**config.mk**
```make
export PLATFORM = sky130hd
export DESIGN_NAME = tmio_ports
export DESIGN_NICKNAME = d
export VERILOG_FILES = /design/src/rtl/tmio_ports.v
export VERILOG_INCLUDE_DIRS = /design/src /design/src/rtl
export SDC_FILE = /design/constraint.sdc
export NUM_CORES = 1
export LEC_CHECK = 0
export ABC_AREA = 1
export ABC_CLOCK_PERIOD_IN_PS = 1650
export BUFFER_PORTS_ARGS = -buffer_cell sky130_fd_sc_hd__buf_2
export CORE_UTILIZATION = 50
export DETAILED_ROUTE_END_ITERATION = 8
export GPL_TIMING_DRIVEN = 0
export PLACE_DENSITY = 0.79
export SYNTH_ARGS = -nofsm -noshare
export SYNTH_HDL_FRONTEND = slang
export SYNTH_SLANG_ARGS = --single-unit
export TNS_END_PERCENT = 20
```
**constraint.sdc**
```tcl
create_clock -name clk_sys_i -period 1.65 [get_ports clk_sys_i]
set_clock_uncertainty 0.05 [all_clocks]
set_input_delay 0.0825 -clock clk_sys_i [delete_from_list [all_inputs] [get_ports clk_sys_i]]
set_output_delay 0.0825 -clock clk_sys_i [all_outputs]
set_load 0.05 [all_outputs]
```
**src/rtl/tmio_defines.vh**
```
`ifndef TMIO_DEFINES_VH
`define TMIO_DEFINES_VH

// I/O addresses of the port registers.
`define TMIO_ADDR_W 6
`define TMIO_ADR_D_LEVEL 6'h10
`define TMIO_ADR_D_DIR 6'h11
`define TMIO_ADR_D_OUT 6'h12
`define TMIO_ADR_B_LEVEL 6'h16
`define TMIO_ADR_A_LEVEL 6'h19
`define TMIO_ADR_A_CTRL 6'h1a
`define TMIO_ADR_A_OUT 6'h1b
`define TMIO_ADR_MCU_CS 6'h07
`define TMIO_ADR_BIT_MAX 6'h1f

// Field positions.
`define TMIO_A_HC_BIT 2
`define TMIO_CS_PULLUP_BIT 7

// Masks of implemented bits.
`define TMIO_A_MASK 8'h0f
`define TMIO_A_LEVEL_MASK 4'hb

// Reset values.
`define TMIO_RST_BYTE 8'h00

// Shortest external reset low time in ns, and its cycle count at 125 MHz.
`define TMIO_RST_MIN_NS 50
`define TMIO_CLK_PERIOD_NS 8
`define TMIO_RST_MIN_CYC ((`TMIO_RST_MIN_NS + `TMIO_CLK_PERIOD_NS - 1) / `TMIO_CLK_PERIOD_NS)

`endif

```
**src/rtl/tmio_ports.v**
```verilog
`timescale 1ns/10ps
`include "tmio_defines.vh"
// Summary of operation
// (RL1) Port A four pins, bit2 output LED sink
// (RL2) Port A bits 3,1,0 bidirectional, own pull-ups
// (RL3) Port B input-only, one shared pull-up select
// (RL4) Special function on B pin kills pull-up
// (RL5) Port D bidirectional, per-pin pull-ups
// (RL6) All pins tristate asynchronously during reset
// (RL7) Reset low beyond 50 ns resets device
// (RL8) Port A output register at 0x1B
// (RL9) Port A control at 0x1A, direction and HC
// (RL10) Port A level register at 0x19
// (RL11) Port B level register at 0x16
// (RL12) Port D registers at 0x12, 0x11, 0x10
// (RL13) Shared B pull-up is bit7 at 0x07
// (RL14) Bit set/clear reach 0x00 to 0x1F only
// (RL15) Master writes zero to reserved bits
// (RL16) Direction one drives; else output bit pulls up
module tmio_ports #(
    parameter ADDR_W = `TMIO_ADDR_W
) (
    input wire clk_sys_i,
    input wire rst_n_i,
    input wire [ADDR_W-1:0] io_addr_i,
    input wire io_wr_i,
    input wire io_rd_i,
    input wire [7:0] io_wdata_i,
    input wire bit_set_instruction_i,
    input wire bit_clear_instruction_i,
    input wire [2:0] bit_sel_i,
    output reg [7:0] io_rdata_o,
    output reg io_bit_err_o,
    input wire [3:0] port_a_pin_i,
    output reg [3:0] port_a_pin_o,
    output reg [3:0] port_a_pin_oe_o,
    output reg [3:0] port_a_pullup_o,
    output reg led_sink_high_current_o,
    input wire [7:0] port_b_pin_i,
    input wire [7:0] port_b_special_en_i,
    output reg [7:0] port_b_pullup_o,
    input wire [7:0] port_d_pin_i,
    output reg [7:0] port_d_pin_o,
    output reg [7:0] port_d_pin_oe_o,
    output reg [7:0] port_d_pullup_o
);

    reg [3:0] first_port_output_reg;
    reg [3:0] first_port_control_reg;
    reg [7:0] third_port_output_reg;
    reg [7:0] third_port_direction_reg;
    reg second_port_pullup_enable;

    reg [3:0] a_out_next;
    reg [3:0] a_ctrl_next;
    reg [7:0] d_out_next;
    reg [7:0] d_dir_next;
    reg pullup_next;
    reg [7:0] rdata_next;
    reg bit_err_next;
    reg [7:0] cur_val;
    reg [7:0] wr_val;
    reg wr_en;

    wire [7:0] a_level;
    wire [7:0] b_level;
    wire [7:0] d_level;
    wire [7:0] cs_val;
    wire bit_op;
    wire bit_ok;

    // Set or clear one bit of a byte as a read-modify-write.
    function [7:0] tmio_bit_mod;
        input [7:0] value;
        input [2:0] pos;
        input set;
        reg [7:0] mask;
        begin
            mask = 8'h01 << pos;
            if (set) begin
                tmio_bit_mod = value | mask;
            end else begin
                tmio_bit_mod = value & ~mask;
            end
        end
    endfunction

    // (RL10) Live A levels.
    assign a_level = {4'h0, port_a_pin_i & `TMIO_A_LEVEL_MASK};
    // (RL11) Live B levels.
    assign b_level = port_b_pin_i;
    // (RL12) Live D levels.
    assign d_level = port_d_pin_i;
    // (RL13) Pull-up bit in status.
    assign cs_val = {second_port_pullup_enable, 7'h00};

    assign bit_op = bit_set_instruction_i | bit_clear_instruction_i;
    // (RL14) Bit range check.
    assign bit_ok = (io_addr_i <= `TMIO_ADR_BIT_MAX);

    always @* begin
        cur_val = `TMIO_RST_BYTE;
        case (io_addr_i)
            // (RL8) A output readback.
            `TMIO_ADR_A_OUT: cur_val = {4'h0, first_port_output_reg};
            // (RL9) A control readback.
            `TMIO_ADR_A_CTRL: cur_val = {4'h0, first_port_control_reg};
            `TMIO_ADR_A_LEVEL: cur_val = a_level;
            `TMIO_ADR_B_LEVEL: cur_val = b_level;
            `TMIO_ADR_D_OUT: cur_val = third_port_output_reg;
            `TMIO_ADR_D_DIR: cur_val = third_port_direction_reg;
            `TMIO_ADR_D_LEVEL: cur_val = d_level;
            `TMIO_ADR_MCU_CS: cur_val = cs_val;
            default: cur_val = `TMIO_RST_BYTE;
        endcase
    end

    always @* begin
        a_out_next = first_port_output_reg;
        a_ctrl_next = first_port_control_reg;
        d_out_next = third_port_output_reg;
        d_dir_next = third_port_direction_reg;
        pullup_next = second_port_pullup_enable;
        rdata_next = io_rdata_o;
        bit_err_next = 1'b0;
        wr_val = io_wdata_i;
        wr_en = 1'b0;
        if (bit_op) begin
            // (RL14) Bit ops outside range refused.
            if (bit_ok) begin
                wr_val = tmio_bit_mod(cur_val, bit_sel_i,
                                      bit_set_instruction_i);
                wr_en = 1'b1;
            end else begin
                bit_err_next = 1'b1;
            end
        end else if (io_wr_i) begin
            wr_en = 1'b1;
        end else if (io_rd_i) begin
            rdata_next = cur_val;
        end
        if (wr_en) begin
            case (io_addr_i)
                // (RL8) A output write.
                `TMIO_ADR_A_OUT: a_out_next = wr_val[3:0];
                // (RL9) A direction and high-current write.
                `TMIO_ADR_A_CTRL: a_ctrl_next = wr_val[3:0];
                // (RL12) D output write.
                `TMIO_ADR_D_OUT: d_out_next = wr_val;
                // (RL12) D direction write.
                `TMIO_ADR_D_DIR: d_dir_next = wr_val;
                // (RL13) Shared pull-up write.
                `TMIO_ADR_MCU_CS:
                    pullup_next = wr_val[`TMIO_CS_PULLUP_BIT];
                default: pullup_next = second_port_pullup_enable;
            endcase
        end
    end

    // Pull-up of an input pin whose output bit is one.
    function [7:0] tmio_pullup;
        input [7:0] dir;
        input [7:0] out;
        begin
            tmio_pullup = ~dir & out;
        end
    endfunction

    // The LED sink pin drives whenever the block is out of reset.
    function [3:0] tmio_a_oe;
        input [3:0] ctrl;
        begin
            tmio_a_oe = (ctrl & `TMIO_A_LEVEL_MASK) | 4'h4;
        end
    endfunction

    // A pin with its special function on never gets the pull-up.
    function [7:0] tmio_b_pullup;
        input shared;
        input [7:0] special;
        begin
            tmio_b_pullup = {8{shared}} & ~special;
        end
    endfunction

    // Next values of the pin outputs.
    wire [3:0] a_oe_next;
    wire [7:0] a_pu_wide;
    wire [3:0] a_pu_next;
    wire a_hc_next;
    wire [7:0] b_pu_next;
    wire [7:0] d_pu_next;

    // (RL1) Bit 2 always driven.
    assign a_oe_next = tmio_a_oe(a_ctrl_next);
    // (RL2) Per-bit A pull-ups.
    assign a_pu_wide = tmio_pullup({4'h0, a_ctrl_next}, {4'h0, a_out_next});
    assign a_pu_next = a_pu_wide[3:0] & `TMIO_A_LEVEL_MASK;
    // (RL1) High-current sink enable.
    assign a_hc_next = a_ctrl_next[`TMIO_A_HC_BIT];
    // (RL4) Special function kills pull-up.
    assign b_pu_next = tmio_b_pullup(pullup_next, port_b_special_en_i);
    // (RL5) Per-pin D pull-ups.
    assign d_pu_next = tmio_pullup(d_dir_next, d_out_next);

    // (RL7) Every register resets asynchronously, clock or not.
    // (RL8) A output register.
    always @(posedge clk_sys_i or negedge rst_n_i) begin
        if (!rst_n_i) begin
            first_port_output_reg <= 4'h0;
        end else begin
            first_port_output_reg <= a_out_next;
        end
    end

    // (RL9) A control register.
    always @(posedge clk_sys_i or negedge rst_n_i) begin
        if (!rst_n_i) begin
            first_port_control_reg <= 4'h0;
        end else begin
            first_port_control_reg <= a_ctrl_next;
        end
    end

    // (RL12) D output register.
    always @(posedge clk_sys_i or negedge rst_n_i) begin
        if (!rst_n_i) begin
            third_port_output_reg <= `TMIO_RST_BYTE;
        end else begin
            third_port_output_reg <= d_out_next;
        end
    end

    // (RL12) D direction register.
    always @(posedge clk_sys_i or negedge rst_n_i) begin
        if (!rst_n_i) begin
            third_port_direction_reg <= `TMIO_RST_BYTE;
        end else begin
            third_port_direction_reg <= d_dir_next;
        end
    end

    // (RL13) Shared B pull-up enable.
    always @(posedge clk_sys_i or negedge rst_n_i) begin
        if (!rst_n_i) begin
            second_port_pullup_enable <= 1'b0;
        end else begin
            second_port_pullup_enable <= pullup_next;
        end
    end

    // Read data holds until the next read.
    always @(posedge clk_sys_i or negedge rst_n_i) begin
        if (!rst_n_i) begin
            io_rdata_o <= `TMIO_RST_BYTE;
        end else begin
            io_rdata_o <= rdata_next;
        end
    end

    // (RL14) Out-of-range bit op flag.
    always @(posedge clk_sys_i or negedge rst_n_i) begin
        if (!rst_n_i) begin
            io_bit_err_o <= 1'b0;
        end else begin
            io_bit_err_o <= bit_err_next;
        end
    end

    // (RL6) A drive value, released in reset.
    always @(posedge clk_sys_i or negedge rst_n_i) begin
        if (!rst_n_i) begin
            port_a_pin_o <= 4'h0;
        end else begin
            port_a_pin_o <= a_out_next;
        end
    end

    // (RL6) A drive enables off in reset.
    always @(posedge clk_sys_i or negedge rst_n_i) begin
        if (!rst_n_i) begin
            port_a_pin_oe_o <= 4'h0;
        end else begin
            port_a_pin_oe_o <= a_oe_next;
        end
    end

    // (RL2) A pull-up outputs.
    always @(posedge clk_sys_i or negedge rst_n_i) begin
        if (!rst_n_i) begin
            port_a_pullup_o <= 4'h0;
        end else begin
            port_a_pullup_o <= a_pu_next;
        end
    end

    // (RL1) LED sink current select.
    always @(posedge clk_sys_i or negedge rst_n_i) begin
        if (!rst_n_i) begin
            led_sink_high_current_o <= 1'b0;
        end else begin
            led_sink_high_current_o <= a_hc_next;
        end
    end

    // (RL3) Shared B pull-ups.
    always @(posedge clk_sys_i or negedge rst_n_i) begin
        if (!rst_n_i) begin
            port_b_pullup_o <= `TMIO_RST_BYTE;
        end else begin
            port_b_pullup_o <= b_pu_next;
        end
    end

    // (RL16) D drive value.
    always @(posedge clk_sys_i or negedge rst_n_i) begin
        if (!rst_n_i) begin
            port_d_pin_o <= `TMIO_RST_BYTE;
        end else begin
            port_d_pin_o <= d_out_next;
        end
    end

    // (RL16) D drive enables.
    always @(posedge clk_sys_i or negedge rst_n_i) begin
        if (!rst_n_i) begin
            port_d_pin_oe_o <= `TMIO_RST_BYTE;
        end else begin
            port_d_pin_oe_o <= d_dir_next;
        end
    end

    // (RL5) D pull-up outputs.
    always @(posedge clk_sys_i or negedge rst_n_i) begin
        if (!rst_n_i) begin
            port_d_pullup_o <= `TMIO_RST_BYTE;
        end else begin
            port_d_pullup_o <= d_pu_next;
        end
    end

endmodule

```
# Yosys cells after proc, flatten, opt, wreduce, memory -nomap -nowiden
# Index checks and enable logic that the tools add are counted.
dict set report word_totals {
  ff_bits 58
  latch_bits 0
  ramBits 0
  romBits 0
  input_bits 51
  out_inout_bits 54
  wordCells 54
  mem_count 0
}
dict set report op_classes {
  add_sub_neg 0
  n_mul 0
  n_div 0
  order_cmp 1
  n_eq_ne 8
  shift 1
  muxes 19
  bitwise 12
  n_reduce_logical 1
}
# cell count
set op_table {}
lappend op_table {{$pmux W8 S8} 1}
lappend op_table {{$mux W8} 7}
lappend op_table {{$eq A6 B5 Y1 const B} 7}
lappend op_table {{$and A8 B8 Y8} 3}
lappend op_table {{$not A8 Y8} 3}
lappend op_table {{$mux W4} 4}
lappend op_table {{$or A8 B8 Y8} 1}
lappend op_table {{$shl A1 B3 Y8 const A} 1}
lappend op_table {{$mux W1} 7}
lappend op_table {{$eq A6 B3 Y1 const B} 1}
lappend op_table {{$le A6 B5 Y1 const B} 1}
lappend op_table {{$and A4 B4 Y4} 1}
lappend op_table {{$not A4 Y4} 1}
lappend op_table {{$reduce_and A3 Y1} 1}
lappend op_table {{$not A1 Y1} 2}
lappend op_table {{$or A1 B1 Y1} 1}

# Logic depth before layout (Yosys ltp)
dict set report logic_depth {
  ltp_word 10
  depth_mapped 13
  ltp_nobuf 13
}

# Worst setup path after synthesis
# OpenSTA, ideal clock, no wires.
dict set report synth_path {
  path_kind {register -> register}
  from {reg, netlist name port_d_pin_oe_o[7]}
  to {reg port_b_pullup_o[0]}
  setup_ns 0.118
  t_arrival_ns 1.282
  t_required_ns 1.482
  setup_slack_ns 0.200
  path_stages_with_launch 9
  n_path_buf 0
  period_less_slack_ns 1.450
  path_cell_list {dfrtp_1 -> nand3_1 -> nand2_1 -> nor2_2 -> nand3_2 -> nand2_2 -> nand3b_4 -> nand2_4 -> nor2_2}
}
# item line
set synth_rtl {}
lappend synth_rtl {{to (signal assigned)} tmio_ports.v:309} ;# port_b_pullup_o <= `TMIO_RST_BYTE;
lappend synth_rtl {{to (signal assigned)} tmio_ports.v:311} ;# port_b_pullup_o <= b_pu_next;
lappend synth_rtl {{to (decl)} tmio_ports.v:41} ;# output reg [7:0] port_b_pullup_o,

==> results.md <==
Synth:
- The proportion of register bits with asynchronous set or reset after synthesis is 1.00.
- Counting instances in the post-synthesis netlist gives the leading cell types as sky130_fd_sc_hd__nand2_1, sky130_fd_sc_hd__dfrtp_1, sky130_fd_sc_hd__nand3_1.
- By area, the combinational part of the netlist is dominated by simple AND/OR/NAND/NOR gates.
- After synthesis, the share of cell area in mux cells is 0.
- The compound-cell area share of the yosys netlist is 0.0258.
- Yosys printed 0 warnings.
- In this run, synthesis inferred 0 flip-flops with an integrated enable.
- The net count of the mapped netlist is around 420.
- Ranked by total cell area, the synthesized netlist is headed by sky130_fd_sc_hd__dfrtp_1, sky130_fd_sc_hd__nand2_1, sky130_fd_sc_hd__nand3_1.
- The dominant cell by count in the synthesized netlist is sky130_fd_sc_hd__nand2_1.
- Of the total synthesized cell area, the portion taken by XOR and XNOR cells is 0.
- The cell type with the highest aggregate area in the netlist is sky130_fd_sc_hd__dfrtp_1.
- The synthesized netlist contains 26 unique library cells.
- The register area share after synthesis is 0.465.
- The most used flip-flop cell after synthesis is sky130_fd_sc_hd__dfrtp_1.
- The post-synthesis average cell area is between 7 and 8 µm².
- The cell count after synthesis is between 300 and 400.
- The synthesized design contains 54 register bits.
- The top-area cell type share of the netlist area is 0.465.
- The cell area after synthesis is between 2000 and 3000 µm².
- The adder and majority gate portion of the synthesized area is 0.
- Of the total synthesized cell area, the portion taken by AND, OR, NAND and NOR gates is 0.438.

Pwr:
- VDD sags by at most around 0.6 mV.
- The total power is roughly 4.2 mW.
- The power per cell area is between 1000 and 1500 nW/µm².
- For this design the static power due to leakage is 2.10 nW.

Routing:
- Dividing the detail-routed via count by the number of cells gives between 5 and 6.
- The average wire per standard cell is 14.3 µm.
- For this run, design rule violations remaining after detail routing come to 0.
- The detailed router placed between 2,000 and 3,000 vias in this run.
- After detailed routing, the total wire length is 8010 µm.
- The number of nets with antenna violations after routing is 0.
- The first routing iteration left approximately 180 violations.
- The number of detailed-routing iterations run before antenna repair is 5.

CTS:
- The post-CTS clock slew at the launch and capture registers of the worst setup and hold paths is around 0.1 ns.
- TritonCTS built the clock tree.
- The later-pin clock latency in the skew report is 0.31 ns.
- Buffers inserted during clock tree synthesis total 5.
- The level count of the clock H-tree is 2.
- Gates resized during post-CTS repair numbered 0.
- For this design, the sink count on the clock tree is between 50 and 60.
- The root buffer cell is sky130_fd_sc_hd__clkbuf_8.
- The number of buffers on the longest clock path is 2.

Critical path:
- The count of cells along the worst register-to-register path is 9.
- The worst setup path is launched from a flip-flop.
- The slack of the worst reg-to-reg path is approximately 0.18 ns.
- The beginning of the worst register-to-register path is port_d_pin_oe_o[3].
- The worst setup path is captured at a flip-flop.
- The critical path is of the reg2reg type.
- The launching instance or port of the critical path is port_d_pin_oe_o[3].
- Of all nets on the critical path, the largest fanout is 3.
- The arrival time of the worst setup path is between 1.5 and 2 ns.
- The endpoint identified for the worst register-to-register timing path is port_d_pullup_o[3].
- The endpoint required time on the critical path is between 1.5 and 2 ns.

Global routing:
- The combined global-route utilization of all metal layers is 0.273.
- Entering global routing, the biggest net connects 55 pins.
- The number of global-route vias before repair came to 2,644.
- The initial antenna violation count was 0.
- The total congestion overflow is 0.
- The first-pass GRT wire length is 12,700 µm.

Placed design:
- The final HPWL from detailed placement is about 6000 µm.
- The quantity of I/O buffers inserted on ports is 101.
- The global placer's final weighted congestion is roughly 0.9.
- The setup slack at placement is ~0.065 ns.

Timing:
- After layout, the worst setup slack is ~0.18 ns.
- Hold is met by about 0.021 ns.
- Setup repair after global routing left no endpoint under its margin.
- The number of failing setup endpoints in the final timing report is 0.
- The number of max-slew violations in the final report was 0.
- For the pin with the worst max-slew slack, the measured transition is between 1 and 1.5 ns.
- The shortest clock period the worst path allows after layout is ~1.5 ns.
- The number of hold violations in the final report is 0.
- The final sum of negative setup slack is 0 ns.
- The worst pin sits at a relative slew slack of 0.218.
- In the finished design, the share of the clock period the worst path needs comes to 0.893.
- Timing would allow up to just under 700 MHz.

Die:
- Pin placement for this block handled approximately 110 I/O pins.
- In this run the vertical extent of the chip is 78.3 µm.
- The core outline area is ~5500 µm².
- The width of the die is between 70 and 80 µm.
- For this configuration, the core starts out at a cell density of 0.525.
- The cell row count is 27.
- The overall die area is a little over 6000 µm².

Flow run:
- Across the run, the number of max-cap violations was 0.

Hold path:
- The origin of the worst min-delay path is io_addr_i[5].
- In this run the worst hold path is classified as in2reg.
- The hold-critical path depth is 3.
- For hold timing, the worst endpoint is io_bit_err_o.

Finish:
- After filler insertion, the fill cell instance count of the layout stands at roughly 510.
- For this run, the post-layout net count is about 540.
- The fraction of final layout cells sized beyond drive strength 1 is 0.358.
- The layout overhead on the synthesized area is 27.4%.
- The antenna cell count is 0.

Run status:
- The flow ran to the end, and the final reports show no timing, DRC or antenna violations.
==> cell type report <==
class,count,area [µm²],share of cell area
inverters,37,141,0.0382
repair buffers,110,596,0.161
well taps,72,90.1,0.0243
clock buffers,6,72.6,0.0196
plain buffers,7,58.8,0.0159
clock inverters,2,37.5,0.0101
flip-flops and latches,54,1350,0.365
multi-input cells,273,1360,0.366
==> cells by family after synthesis <==
logic type | Yosys count
compound gates | 12
buf+inv | 44
flops | 54
other cells | 2
simple gates | 259
==> metal layers <==
layer / vias to the layer above / global-route usage / wire [µm]
li1: 1400 / - / -
met1: 1332 / 0.379 / 3450
met2: 146 / 0.424 / 3750
met3: 8 / 0.0767 / 740
met4: 0 / 0.0611 / 68
met5: - / 0 / 0
==> placed cells by master (no fill, tap or decap), drive strengths merged <==
cell         count
clkinvlp         1
nand2          121
a31oi            2
o21ai            5
inv             36
nand3           49
dfrtp           54
dlygate4sd3      9
clkinv           1
conb             2
nor3             2
nand4           10
clkbuf           6
o21a             5
or2              9
buf            108
nand3b           1
nor2            67
bufinv           1
==> repair_timing <==
item | CTS | global route
setup buffers | 0 | 0
hold buffers | 9 | 0
endpoints found under the hold margin | 39 | 0
==> worst max-delay path: stages (launching register included) <==
cell and delay, ns:
sky130_fd_sc_hd__dfrtp_1 0.41, sky130_fd_sc_hd__nand3_1 0.09, sky130_fd_sc_hd__nand2_1 0.06, sky130_fd_sc_hd__nor2_1 0.20
sky130_fd_sc_hd__nand3_1 0.11, sky130_fd_sc_hd__nand2_1 0.13, sky130_fd_sc_hd__nand2_1 0.13, sky130_fd_sc_hd__nand2_1 0.10
sky130_fd_sc_hd__nand2_2 0.06, sky130_fd_sc_hd__nor2_2 0.07
==> through the flow <==
stage,instances,util,instance area (µm²)
after global placement,544,0.632,3500
final,561,0.668,3700
after floorplan,371,-,2910
after CTS,561,0.668,3700
after detailed placement,544,0.632,3500
after global routing,561,0.668,3700
==> worst max-delay path by stage <==
stage	endpoint	depth (start not counted)	slack [ns]
global route	port_a_pin_o[3]	2	0.08
detailed placement	port_a_pullup_o[3]	13	0.06
floorplan	port_b_pullup_o[0]	8	0.20
finish	port_d_pullup_o[3]	9	0.18
global placement	port_a_pullup_o[3]	13	0.09
CTS	port_d_pullup_o[3]	9	0.24
==> power by group <==
group	total, mW	switching, mW	internal, mW
Clock	0.890	0.437	0.453
Sequential	1.66	0.119	1.55
Combinational	1.62	1.24	0.386
Total	4.18	1.79	2.38
Note: power is estimated with default switching activity, not from simulation.
